### config.mk
export PLATFORM = sky130hd
export DESIGN_NAME = io_port_pin_control
export DESIGN_NICKNAME = d
export VERILOG_FILES = /design/src/logic/io_port_pkg.sv /design/src/logic/pin_ctrl_if.sv /design/src/logic/io_pin_mux.sv /design/src/logic/io_port_pin_control.sv /design/src/logic/limit_drive_gate.sv
export SDC_FILE = /design/constraint.sdc
export NUM_CORES = 1
export LEC_CHECK = 0
export BUFFER_PORTS_ARGS = -buffer_cell sky130_fd_sc_hd__buf_2
export CORE_MARGIN = 5
export CORE_UTILIZATION = 53
export DETAILED_ROUTE_END_ITERATION = 12
export PLACE_DENSITY = 0.88
export SYNTH_ARGS = -nofsm -noshare
export SYNTH_HDL_FRONTEND = slang
export SYNTH_SLANG_ARGS = --single-unit
### constraint.sdc
create_clock -name clk_in -period 1.65 [get_ports clk_in]
set_clock_uncertainty 0.05 [all_clocks]
set_input_delay 0 -clock clk_in [delete_from_list [all_inputs] [get_ports clk_in]]
set_output_delay 0 -clock clk_in [all_outputs]
set_load 0.01 [all_outputs]
### src/logic/io_port_pkg.sv
/*
 * constants for one eight-pin general-purpose i/o port:
 * register offsets, reset values, config fields, drive levels.
 * assumes a byte-wide register port with a four-bit address.
 */
package io_port_pkg;

    localparam int PIN_W  = 8;
    localparam int ADDR_W = 4;
    localparam int TENTH_W = 7;

    // register offsets on the register port
    localparam logic [ADDR_W-1:0] OFS_PIN_LEVEL  = 4'h0;
    localparam logic [ADDR_W-1:0] OFS_LATCH      = 4'h1;
    localparam logic [ADDR_W-1:0] OFS_DIRECTION  = 4'h2;
    localparam logic [ADDR_W-1:0] OFS_ANALOG     = 4'h3;
    localparam logic [ADDR_W-1:0] OFS_PULLUP     = 4'h4;
    localparam logic [ADDR_W-1:0] OFS_SRC_LIMIT  = 4'h5;
    localparam logic [ADDR_W-1:0] OFS_SNK_LIMIT  = 4'h6;
    localparam logic [ADDR_W-1:0] OFS_THRESHOLD  = 4'h7;
    localparam logic [ADDR_W-1:0] OFS_SLEW       = 4'h8;
    localparam logic [ADDR_W-1:0] OFS_OPEN_DRAIN = 4'h9;
    localparam logic [ADDR_W-1:0] OFS_LIMIT_CFG  = 4'hA;

    // reset values
    localparam logic [PIN_W-1:0] RST_LATCH  = 8'h00;
    localparam logic [PIN_W-1:0] RST_DIR    = 8'hFF;
    localparam logic [PIN_W-1:0] RST_ANALOG = 8'hFF;
    localparam logic [PIN_W-1:0] RST_ZERO   = 8'h00;

    // limit_drive_config fields
    localparam int CFG_EN_BIT  = 7;
    localparam int CFG_SEL_LSB = 0;
    localparam int CFG_SEL_MSB = 1;

    // limit_current_select codes and their currents in tenths of a mA
    localparam logic [1:0] SEL_1MA  = 2'h3;
    localparam logic [1:0] SEL_2MA  = 2'h2;
    localparam logic [1:0] SEL_5MA  = 2'h1;
    localparam logic [1:0] SEL_10MA = 2'h0;
    localparam logic [TENTH_W-1:0] TENTHS_1MA  = 7'h0A;
    localparam logic [TENTH_W-1:0] TENTHS_2MA  = 7'h14;
    localparam logic [TENTH_W-1:0] TENTHS_5MA  = 7'h32;
    localparam logic [TENTH_W-1:0] TENTHS_10MA = 7'h64;

    // maps a current-select code to its limit in tenths of a mA
    function automatic logic [TENTH_W-1:0] limit_tenths(input logic [1:0] sel);
        logic [TENTH_W-1:0] t;
        unique case (sel)
            SEL_1MA: t = TENTHS_1MA;
            SEL_2MA: t = TENTHS_2MA;
            SEL_5MA: t = TENTHS_5MA;
            SEL_10MA: t = TENTHS_10MA;
        endcase
        return t;
    endfunction

endpackage

### src/logic/pin_ctrl_if.sv
/*
 * carrier for the port control bits between the register block,
 * the output multiplexer and the limited-drive gating.
 * assumes all three sit on the same clock.
 */
`timescale 1ns/1ps
interface pin_ctrl_if;
    import io_port_pkg::*;
    logic [PIN_W-1:0]   latch;
    logic [PIN_W-1:0]   dir;
    logic [PIN_W-1:0]   od;
    logic [PIN_W-1:0]   src_en;
    logic [PIN_W-1:0]   snk_en;
    logic               glob_en;
    logic [1:0]         sel;
    modport regs  (output latch, dir, od, src_en, snk_en, glob_en, sel);
    modport mux   (input latch, dir, od);
    modport limit (input src_en, snk_en, glob_en, sel);
endinterface

### src/logic/io_pin_mux.sv
/*
 * per-pin output source and driver enable, registered.
 * assumes peripheral and analog enables are synchronous to clk_in.
 */
`timescale 1ns/1ps
module io_pin_mux
    import io_port_pkg::*;
(
    input  wire logic             clk_in,
    input  wire logic             srst_in,
    pin_ctrl_if.mux               ctrl,
    input  wire logic [PIN_W-1:0] periph_sel_in,
    input  wire logic [PIN_W-1:0] periph_data_in,
    input  wire logic [PIN_W-1:0] analog_out_en_in,
    output logic      [PIN_W-1:0] pin_out,
    output logic      [PIN_W-1:0] pin_oe_out
);
    logic [PIN_W-1:0] data_d;
    logic [PIN_W-1:0] oe_d;

    // source select: latch, then peripheral, then analog forces off
    always_comb begin
        data_d = (ctrl.latch & ~periph_sel_in) | (periph_data_in & periph_sel_in);
        oe_d   = ~ctrl.dir & ~analog_out_en_in;
        oe_d   = oe_d & ~(ctrl.od & data_d);     // open drain only sinks
    end

    always_ff @(posedge clk_in) begin
        if (srst_in) begin
            pin_out    <= RST_LATCH;
            pin_oe_out <= RST_ZERO;
        end else begin
            pin_out    <= data_d;
            pin_oe_out <= oe_d;
        end
    end
endmodule

### src/logic/io_port_pin_control.sv
/*
 * one eight-pin general-purpose i/o port: ten port registers plus
 * the limited-drive configuration, output multiplexer, pin read path.
 * assumes a single-cycle register port and pins sampled on clk_in.
 */
// The strobed register port and the placing of the registers are this design's own decisions.
//
// Operation
// - ten standard registers per port
// - peripheral owns pin, level still readable
// - latch write equals pin-level write
// - latch reads latch, pin-level reads pins
// - analog select disables digital input buffer
// - limited drive only with per-pin enables
// - limiting independent of output source
// - one global enable and current select
// - separate source and sink enables
// - after reset pins undriven, direction all input
// - peripherals reach pin via pin select
// - analog inputs active only in analog mode
// - analog select leaves digital driver on
// - analog output forces driver off
// - select 11/10/01/00 = 1/2/5/10 mA
// - direction set is input, clear drives latch
// - analog pins read zero as digital
`timescale 1ns/1ps
module io_port_pin_control
    import io_port_pkg::*;
(
    input  wire logic               clk_in,
    input  wire logic               srst_in,
    // register port
    input  wire logic [ADDR_W-1:0]  addr_in,
    input  wire logic [PIN_W-1:0]   wdata_in,
    input  wire logic               wr_in,
    input  wire logic               rd_in,
    output logic      [PIN_W-1:0]   rdata_out,
    // pins
    input  wire logic [PIN_W-1:0]   pin_in,
    output logic      [PIN_W-1:0]   pin_out,
    output logic      [PIN_W-1:0]   pin_oe_out,
    // peripherals and analog
    input  wire logic [PIN_W-1:0]   periph_sel_in,
    input  wire logic [PIN_W-1:0]   periph_data_in,
    input  wire logic [PIN_W-1:0]   analog_out_en_in,
    output logic      [PIN_W-1:0]   digital_in_out,
    output logic      [PIN_W-1:0]   analog_in_en_out,
    // pad controls
    output logic      [PIN_W-1:0]   pullup_en_out,
    output logic      [PIN_W-1:0]   threshold_out,
    output logic      [PIN_W-1:0]   slew_limit_out,
    output logic      [PIN_W-1:0]   src_limit_out,
    output logic      [PIN_W-1:0]   snk_limit_out,
    output logic      [TENTH_W-1:0] limit_tenths_out
);

    logic [PIN_W-1:0] latch_q;
    logic [PIN_W-1:0] latch_d;
    logic [PIN_W-1:0] dir_q;
    logic [PIN_W-1:0] dir_d;
    logic [PIN_W-1:0] analog_q;
    logic [PIN_W-1:0] analog_d;
    logic [PIN_W-1:0] pullup_q;
    logic [PIN_W-1:0] pullup_d;
    logic [PIN_W-1:0] src_en_q;
    logic [PIN_W-1:0] src_en_d;
    logic [PIN_W-1:0] snk_en_q;
    logic [PIN_W-1:0] snk_en_d;
    logic [PIN_W-1:0] thresh_q;
    logic [PIN_W-1:0] thresh_d;
    logic [PIN_W-1:0] slew_q;
    logic [PIN_W-1:0] slew_d;
    logic [PIN_W-1:0] od_q;
    logic [PIN_W-1:0] od_d;
    logic             glob_en_q;
    logic             glob_en_d;
    logic [1:0]       sel_q;
    logic [1:0]       sel_d;
    logic [PIN_W-1:0] pin_q;
    logic [PIN_W-1:0] pin_read;
    logic [PIN_W-1:0] rdata_d;
    logic [PIN_W-1:0] cfg_read;

    pin_ctrl_if ctrl ();

    // control bits out to the multiplexer and limit gating
    assign ctrl.latch   = latch_q;
    assign ctrl.dir     = dir_q;
    assign ctrl.od      = od_q;
    assign ctrl.src_en  = src_en_q;
    assign ctrl.snk_en  = snk_en_q;
    assign ctrl.glob_en = glob_en_q;
    assign ctrl.sel     = sel_q;

    // digital input buffer off for analog pins
    assign pin_read = pin_q & ~analog_q;

    // limited-drive config as software sees it, unused bits zero
    always_comb begin
        cfg_read              = RST_ZERO;
        cfg_read[CFG_EN_BIT]  = glob_en_q;
        cfg_read[CFG_SEL_MSB:CFG_SEL_LSB] = sel_q;
    end

    // register writes
    always_comb begin
        latch_d   = latch_q;
        dir_d     = dir_q;
        analog_d  = analog_q;
        pullup_d  = pullup_q;
        src_en_d  = src_en_q;
        snk_en_d  = snk_en_q;
        thresh_d  = thresh_q;
        slew_d    = slew_q;
        od_d      = od_q;
        glob_en_d = glob_en_q;
        sel_d     = sel_q;
        if (wr_in) begin
            unique case (addr_in)
                OFS_PIN_LEVEL,
                OFS_LATCH: begin
                    latch_d = wdata_in;
                end
                OFS_DIRECTION: begin
                    dir_d = wdata_in;
                end
                OFS_ANALOG: begin
                    analog_d = wdata_in;
                end
                OFS_PULLUP: begin
                    pullup_d = wdata_in;
                end
                OFS_SRC_LIMIT: begin
                    src_en_d = wdata_in;
                end
                OFS_SNK_LIMIT: begin
                    snk_en_d = wdata_in;
                end
                OFS_THRESHOLD: begin
                    thresh_d = wdata_in;
                end
                OFS_SLEW: begin
                    slew_d = wdata_in;
                end
                OFS_OPEN_DRAIN: begin
                    od_d = wdata_in;
                end
                OFS_LIMIT_CFG: begin
                    glob_en_d = wdata_in[CFG_EN_BIT];
                    sel_d     = wdata_in[CFG_SEL_MSB:CFG_SEL_LSB];
                end
                default: begin
                    latch_d = latch_q; // unmapped write ignored
                end
            endcase
        end
    end

    // register read, data valid the cycle after the strobe only
    always_comb begin
        rdata_d = RST_ZERO;
        if (rd_in) begin
            unique case (addr_in)
                OFS_PIN_LEVEL:  rdata_d = pin_read;
                OFS_LATCH:      rdata_d = latch_q;
                OFS_DIRECTION:  rdata_d = dir_q;
                OFS_ANALOG:     rdata_d = analog_q;
                OFS_PULLUP:     rdata_d = pullup_q;
                OFS_SRC_LIMIT:  rdata_d = src_en_q;
                OFS_SNK_LIMIT:  rdata_d = snk_en_q;
                OFS_THRESHOLD:  rdata_d = thresh_q;
                OFS_SLEW:       rdata_d = slew_q;
                OFS_OPEN_DRAIN: rdata_d = od_q;
                OFS_LIMIT_CFG:  rdata_d = cfg_read;
                default:        rdata_d = RST_ZERO;
            endcase
        end
    end

    // register state, pin sample and read data
    always_ff @(posedge clk_in) begin
        if (srst_in) begin
            latch_q   <= RST_LATCH;
            dir_q     <= RST_DIR;
            analog_q  <= RST_ANALOG;
            pullup_q  <= RST_ZERO;
            src_en_q  <= RST_ZERO;
            snk_en_q  <= RST_ZERO;
            thresh_q  <= RST_ZERO;
            slew_q    <= RST_ZERO;
            od_q      <= RST_ZERO;
            glob_en_q <= 1'b0;
            sel_q     <= SEL_10MA;
            pin_q     <= RST_ZERO;
            rdata_out <= RST_ZERO;
        end else begin
            latch_q   <= latch_d;
            dir_q     <= dir_d;
            analog_q  <= analog_d;
            pullup_q  <= pullup_d;
            src_en_q  <= src_en_d;
            snk_en_q  <= snk_en_d;
            thresh_q  <= thresh_d;
            slew_q    <= slew_d;
            od_q      <= od_d;
            glob_en_q <= glob_en_d;
            sel_q     <= sel_d;
            pin_q     <= pin_in;
            rdata_out <= rdata_d;
        end
    end

    // pad control levels straight from their registers, digital input is the pin sample masked by analog select
    assign pullup_en_out    = pullup_q;
    assign threshold_out    = thresh_q;
    assign slew_limit_out   = slew_q;
    assign analog_in_en_out = analog_q;
    assign digital_in_out   = pin_read;

    // output source select and driver enable
    io_pin_mux u_mux (
        .clk_in           (clk_in),
        .srst_in          (srst_in),
        .ctrl             (ctrl.mux),
        .periph_sel_in    (periph_sel_in),
        .periph_data_in   (periph_data_in),
        .analog_out_en_in (analog_out_en_in),
        .pin_out          (pin_out),
        .pin_oe_out       (pin_oe_out)
    );

    // limited drive, independent of the source select
    limit_drive_gate u_limit (
        .clk_in           (clk_in),
        .srst_in          (srst_in),
        .ctrl             (ctrl.limit),
        .src_limit_out    (src_limit_out),
        .snk_limit_out    (snk_limit_out),
        .limit_tenths_out (limit_tenths_out)
    );
endmodule

### src/logic/limit_drive_gate.sv
/*
 * current-limited drive gating under the global enable.
 * assumes software keeps per-pin enables clear while global is off.
 */
`timescale 1ns/1ps
module limit_drive_gate
    import io_port_pkg::*;
(
    input  wire logic               clk_in,
    input  wire logic               srst_in,
    pin_ctrl_if.limit               ctrl,
    output logic      [PIN_W-1:0]   src_limit_out,
    output logic      [PIN_W-1:0]   snk_limit_out,
    output logic      [TENTH_W-1:0] limit_tenths_out
);
    logic [PIN_W-1:0]   src_d;
    logic [PIN_W-1:0]   snk_d;
    logic [TENTH_W-1:0] tenths_d;

    // per-pin enables apply only with the global enable set
    always_comb begin
        src_d    = ctrl.src_en & {PIN_W{ctrl.glob_en}};
        snk_d    = ctrl.snk_en & {PIN_W{ctrl.glob_en}};
        tenths_d = limit_tenths(ctrl.sel);
    end

    always_ff @(posedge clk_in) begin
        if (srst_in) begin
            src_limit_out    <= RST_ZERO;
            snk_limit_out    <= RST_ZERO;
            limit_tenths_out <= TENTHS_10MA;
        end else begin
            src_limit_out    <= src_d;
            snk_limit_out    <= snk_d;
            limit_tenths_out <= tenths_d;
        end
    end
endmodule

==> results of run 1 <==
metal layers:
layer | routed length [microns] | up-vias
li1 | - | 2483
met1 | 7230 | 2580
met2 | 9170 | 327
met3 | 1690 | 78
met4 | 866 | 0
met5 | 0 | -
worst register-to-register path, cell delays in order, from the launching register on:
cell and delay (ps):
dfxtp_1 360, mux2i_1 210, nor2b_1 80, nor4_1 230, dlygate4sd3_1 610
cells by family (layout without fill, tap and decap cells):
group                    Yosys count  after routing  share of synthesized area
AND/OR/NAND/NOR                  250            250                      0.245
AO/OA/AOI/OAI                    130            130                      0.142
flip-flops                       129            129                      0.480
buffers and inverters             52            255                     0.0458
multiplexers                      41             41                     0.0776
adder cells (fa/ha/maj)            4              4                    0.00930
other                              1              1                   0.000697
cells in the mapped netlist (2+ instances only):
master,number,share of area
o21bai_1,2,0.0028
dfxtp_1,129,0.48
buf_6,2,0.0042
a31oi_1,6,0.0070
a22oi_1,4,0.0056
nand3_1,7,0.0065
nor3_1,3,0.0028
mux2_2,6,0.013
mux2i_1,35,0.065
nand3b_1,24,0.033
o2bb2ai_1,2,0.0033
clkbuf_1,26,0.018
nand3_2,2,0.0037
a32oi_1,4,0.0065
nand2b_1,4,0.0046
ha_1,4,0.0093
o21ai_0,43,0.040
nor2_2,4,0.0046
o21ai_1,3,0.0028
nor2b_1,33,0.038
nand2_1,90,0.063
a21oi_1,48,0.045
nor4bb_1,2,0.0037
nor3b_1,4,0.0056
nand4_1,2,0.0023
nor2_1,36,0.025
and3b_1,2,0.0033
inv_1,4,0.0028
nor4_1,9,0.010
and3_1,3,0.0035
buf_2,14,0.013
and2_1,17,0.020
buf_4,5,0.0070
a21o_1,2,0.0028
or2_2,2,0.0023
timing repair:
action	in CTS	in global routing
endpoints found under the setup margin	0	2
hold buffers	60	0
endpoints found under the hold margin	110	0
resized for setup	0	3
path summary, 6_finish.rpt:
path | start | to | slack (ps) | depth (start not counted)
max | ctrl.latch[4] | u_mux.pin_oe_out[4] | 50 | 4
min | addr_in[3] | rdata_out[7] | 150 | 5
max reg2reg | ctrl.latch[4] | u_mux.pin_oe_out[4] | 50 | 4
min reg2reg | ctrl.latch[5] | ctrl.latch[5] | 420 | 2
flip-flops by register name, summed over array words and instances, names as in the netlist:
name,count
threshold_out,8
ctrl.snk_en,8
ctrl.sel,2
u_limit.snk_limit_out,8
analog_in_en_out,8
ctrl.src_en,8
pin_q,8
slew_limit_out,8
u_limit.limit_tenths_out,6
ctrl.glob_en,1
u_limit.src_limit_out,8
rdata_out,8
ctrl.dir,8
u_mux.pin_oe_out,8
ctrl.latch,8
pullup_en_out,8
ctrl.od,8
u_mux.pin_out,8
cells in the final DEF, fill, tap and decap left out, types with 6 or more instances in the layout:
cell type | netlist | layout
a21oi_1 | 48 | 48
a31oi_1 | 6 | 6
and2_1 | 17 | 17
buf_2 | 14 | 132
buf_4 | 5 | 24
clkbuf_16 | 0 | 16
dfxtp_1 | 129 | 129
dlygate4sd3_1 | 0 | 60
mux2_2 | 6 | 6
mux2i_1 | 35 | 34
nand2_1 | 90 | 90
nand3_1 | 7 | 7
nand3b_1 | 24 | 24
nor2_1 | 36 | 36
nor2b_1 | 33 | 33
nor4_1 | 9 | 9
o21ai_0 | 43 | 42
area by class of cell:
type	instances	area share
tap	133	0.0225
inverter	4	0.00203
multi-input combinational	426	0.345
clock buffer	23	0.0630
sequential	129	0.349
timing repair buffer	219	0.201
clock inverter	9	0.0176
power groups by stage:
stage          Clock, mW  Sequential (mW)  Combinational (mW)
2_1_floorplan          0             3.27               0.306
3_3_place_gp           0             3.27               0.500
3_5_place_dp           0             3.27               0.513
4_1_cts             3.76             3.21               0.615
5_1_grt             3.92             3.21               0.683
6_report            3.76             3.21               0.644
==> flow_summary.json, run 1 <==
{
  "grt.busiest_layer": "met2",
  "grt_pass1_vias": 5529,
  "core-area_sq_mm": 0.00982,
  "cts_htree_levels": 4,
  "ioPinCount": 135,
  "route.detailed.drc": 0,
  "cts.sink_count": 129,
  "postPlaceCellArea_sq_mm": 0.00620,
  "routedWlPerCell_microns": 20.1,
  "postSynthRegisterBits": 129,
  "worst_path_max_delay_cell": "dlygate4sd3_1",
  "critPathLaunchType": "flop",
  "fill_cells": 704,
  "dpl.cell_count": 851,
  "pnr_total_power_mw": 7.61,
  "gp_congestion": 0.957,
  "result_of_the_run": "finished clean",
  "total_switching_power_mw": 1.74,
  "power_switching_share": 0.228,
  "antenna-diode-count": 0,
  "timing.hold.worst.class": "in -> reg",
  "finish.net_count": 849,
  "area_growth_from_synthesis_to_layout_pct": 37.6,
  "numCtsBuffers": 17,
  "async_reset_ff_frac": 0,
  "hpwl_dp_microns": 12500,
  "crit_path_cell_trace": "mux2i_1 > nor2b_1 > nor4_1 > dlygate4sd3_1",
  "stdcell_area_sq_mm": 0.00741,
  "seq_power_share": 0.422,
  "use_met1": 0.362,
  "synth_enable_flop_cells": 0,
  "finalSetupViolCount": 0,
  "floorplan.initialDensity": 0.548,
  "syn-num-nets": 659,
  "tritoncts": "built",
  "drv_slew": 0,
  "synthesis.area_per_instance_sq_um": 8.87,
  "ff_latch_area_sq_mm": 0.00258,
  "layout_setup_ws_ps": 53.0,
  "detail_route.vias_per_cell": 5.80,
  "routed_wl_microns": 19000,
  "grt_antenna_before_repair": 0,
  "period_minus_slack_ps": 1600,
  "power_report.internal_total_mw": 5.88,
  "synth_cells": 607,
  "clk_tree_root_cell": "clkbuf_8",
  "cts.path.max_buffers": 2,
  "drtAntennaViolNets": 0,
  "hold_viol_final": 0,
  "power.combinational.fraction": 0.085,
  "multi_input_gate_area_sq_mm": 0.00256,
  "utilization": 0.754,
  "rsz0062_at_grt": "no",
  "drt_first_pass_iters": 7,
  "dieWidth_microns": 111,
  "min_period_over_period": 0.968,
  "maxCapViolCount": 0,
  "total_buffers_and_inverters_traversed_by_the_critical_path": 1,
  "fmax_mhz": 626,
  "drt-initial-drc-count": 449,
  "smallest_hold_slack_ps": 146,
  "arrival_ps": 2010,
  "worst_setup_path_end_kind": "flop",
  "worst_path_maximum_fanout": 3,
  "peakVddDrop_uv": 537,
  "synth_ff_type": "dfxtp_1",
  "p_clk_frac": 0.494,
  "path_clk_slew_ps": 60,
  "fp.dieArea_sq_mm": 0.0123,
  "post-cts-setup-buffers": 0,
  "fp.dieH_microns": 111,
  "track_usage": 0.307,
  "largest_net_degree_at_the_start_of_global_routing": 61,
  "worst_path_largest_cell_delay_ps": 610,
  "port-buffer-count": 133,
  "power_leakage_nw": 3.29,
  "critical_path_required_ps": 2060,
  "detailroute.via_count": 5468,
  "global_route.usage.met2": 0.521,
  "final.setup.tns_ps": 0,
  "crit_type": "reg -> reg",
  "grt_first_pass_wirelength_microns": 29900,
  "critical-path-top-delay-family": "buffers and inverters",
  "seq_area_frac_synth": 0.480,
  "synthDistinctLibCells": 59,
  "drive_above_1_share": 0.254,
  "globalRouteMet3Util": 0.0781,
  "final_cell_count_no_fill": 943,
  "synth.yosys.warnings": 0,
  "clk-insertion-delay-late_ps": 520,
  "power.density_cell_area_mw_per_mm2": 1030,
  "preCtsSetupSlack_ps": 141,
  "globalRoute.totalOverflow": 0,
  "synthesis.area_sq_mm": 0.00538,
  "fp-row-count": 36
}
Note: power is estimated with default switching activity, not from simulation.
==> run 2: changes to the inputs <==
CORE_UTILIZATION = 54   (was 53)
CTS_BUF_LIST = sky130_fd_sc_hd__clkbuf_8   (was not set)
PLACE_DENSITY = 0.89   (was 0.88)
TNS_END_PERCENT = 20   (was not set)
==> run 2 against run 1 <==
Effect of this change:
- utilization down 2.7 points
- register-to-register slack improved by 40 ps
- final area down 4.5%
- critical path type is now in -> reg
- first-iteration DRC count grew 15%
- largest power group is now sequential cells
- clock power fell by 30%
- combinational power decreased by 3.6%
==> flow_summary.json, run 2 (synthesized netlist as in run 1, its figures left out) <==
{
  "result_of_the_run": "finished clean",
  "dieWidth_microns": 110,
  "hold_viol_final": 0,
  "slew-limit-headroom": 0.598,
  "routedWlPerCell_microns": 19.4,
  "drive_above_1_share": 0.249,
  "maxCapViolCount": 0,
  "power.density_cell_area_mw_per_mm2": 912,
  "critical-path-top-delay-family": "buffers and inverters",
  "detailroute.via_count": 5358,
  "cts.path.max_buffers": 2,
  "layout_setup_ws_ps": 65.9,
  "total_buffers_and_inverters_traversed_by_the_critical_path": 4,
  "worst_path_largest_cell_delay_ps": 610,
  "tightest_slew_ps": 600,
  "worst_setup_path_end_kind": "flop",
  "tritoncts": "built",
  "ff_latch_area_sq_mm": 0.00258,
  "final.setup.tns_ps": 0,
  "timing.hold.worst.class": "in -> reg",
  "preCtsSetupSlack_ps": 112,
  "area_growth_from_synthesis_to_layout_pct": 31.4,
  "crit_top_cell": "dlygate4sd3_1",
  "fp.dieArea_sq_mm": 0.0121,
  "path_clk_slew_ps": 70,
  "min_period_over_period": 0.960,
  "detail_route.vias_per_cell": 5.78,
  "route.detailed.drc": 0,
  "crit_type": "in -> reg",
  "drt_first_pass_iters": 5,
  "postPlaceCellArea_sq_mm": 0.00619,
  "clk_tree_root_cell": "clkbuf_8",
  "fill_cells": 732,
  "largest_net_degree_at_the_start_of_global_routing": 60,
  "finish.net_count": 835,
  "final_common_cell": "buf_2",
  "grt_first_pass_wirelength_microns": 27500,
  "stdcell_area_sq_mm": 0.00707,
  "arrival_ps": 1910,
  "drtAntennaViolNets": 0,
  "grt_antenna_before_repair": 0,
  "cts_htree_levels": 4,
  "finalSetupViolCount": 0,
  "peakVddDrop_uv": 582,
  "period_minus_slack_ps": 1580,
  "crit_path_cell_trace": "dlygate4sd3_1 > buf_2 > buf_6 > nor4_1 > dlygate4sd3_1",
  "mostFrequentLayoutCells": "133 x buf_2, 129 x dfxtp_1, 90 x nand2_1, 50 x dlygate4sd3_1, 48 x a21oi_1",
  "fp.dieH_microns": 110,
  "dpl.cell_count": 847,
  "globalRoute.totalOverflow": 0,
  "hpwl_dp_microns": 12000,
  "port-buffer-count": 133,
  "critPathLaunchType": "input pin",
  "track_usage": 0.300,
  "worst_path_maximum_fanout": 59,
  "ioPinCount": 135,
  "rsz0062_at_grt": "no",
  "grt_pass1_vias": 5266,
  "power_leakage_nw": 3.14,
  "fp-row-count": 36,
  "clk-insertion-delay-late_ps": 430,
  "multi_input_gate_area_sq_mm": 0.00255,
  "drv_slew": 0,
  "numCtsBuffers": 17,
  "final_cell_count_no_fill": 927,
  "worst_path_max_delay_cell": "dlygate4sd3_1",
  "core-area_sq_mm": 0.00973,
  "gp_congestion": 0.935,
  "critical_path_required_ps": 1970,
  "floorplan.initialDensity": 0.553,
  "drt-initial-drc-count": 517,
  "fmax_mhz": 631,
  "routed_wl_microns": 17900,
  "antenna-diode-count": 0,
  "cts.sink_count": 129
}
run 2: cell types whose count changed in the layout (fill, tap and decap cells not counted), moves of 2 or more:
| cell | delta |
|---|---|
| clkbuf_1 | -3 |
| dlygate4sd3_1 | -10 |
| clkinv_4 | -2 |
| clkbuf_16 | -16 |
| inv_1 | +4 |
| buf_4 | -6 |
| clkbuf_8 | +17 |
run 2: layer usage:
metal	wire length [microns]	GRT usage	vias up	share of wire
li1	-	-	2446	-
met1	6930	0.361	2530	0.39
met2	8590	0.502	323	0.48
met3	1760	0.0728	59	0.098
met4	667	0.143	0	0.037
met5	0	0	-	0
run 2: path summary, 6_finish.rpt:
path / startpoint / to / slack, ps / cells past startpoint
setup / recovery: srst_in / u_mux.pin_oe_out[6] / 70 / 5
hold / removal: rd_in / rdata_out[1] / 9 / 5
setup reg to reg: ctrl.latch[6] / u_mux.pin_oe_out[6] / 90 / 4
hold reg to reg: ctrl.src_en[5] / u_limit.src_limit_out[5] / 420 / 1
run 2: worst min-delay path: cells and delay by family:
kind	cells	cell delay, ps
AND/OR/NAND/NOR	2	180
AO/OA/AOI/OAI	2	160
buffers and inverters	1	100
run 2: cell type report:
cell class	instances	share of cell area
Multi-Input combinational cell	426	0.361
Clock buffer	21	0.0409
Timing Repair Buffer	205	0.194
Inverter	4	0.00212
Tap cell	133	0.0235
Clock inverter	9	0.0131
Sequential cell	129	0.365
run 2: repair_timing:
action,4_1_cts,5_1_grt
buffers inserted,0,0
resized for setup,0,1
endpoints found under the hold margin,105,0
setup endpoints to repair,0,7
hold buffers,50,0
run 2: metrics by stage:
step,total power [mW],hold slack (ps),utilization
6_report,6.45,8.85,0.727
5_1_grt,6.65,50.1,0.727
4_1_cts,6.43,5.17,0.727
3_5_place_dp,3.79,118,0.636
3_3_place_gp,3.78,117,0.636
2_1_floorplan,3.58,27.1,-
run 2: report_power, final:
part | total (mW) | internal, mW | switching [mW]
Sequential | 3.20 | 3.17 | 0.0359
Clock | 2.63 | 1.46 | 1.17
Combinational | 0.621 | 0.269 | 0.352
Total | 6.45 | 4.90 | 1.56
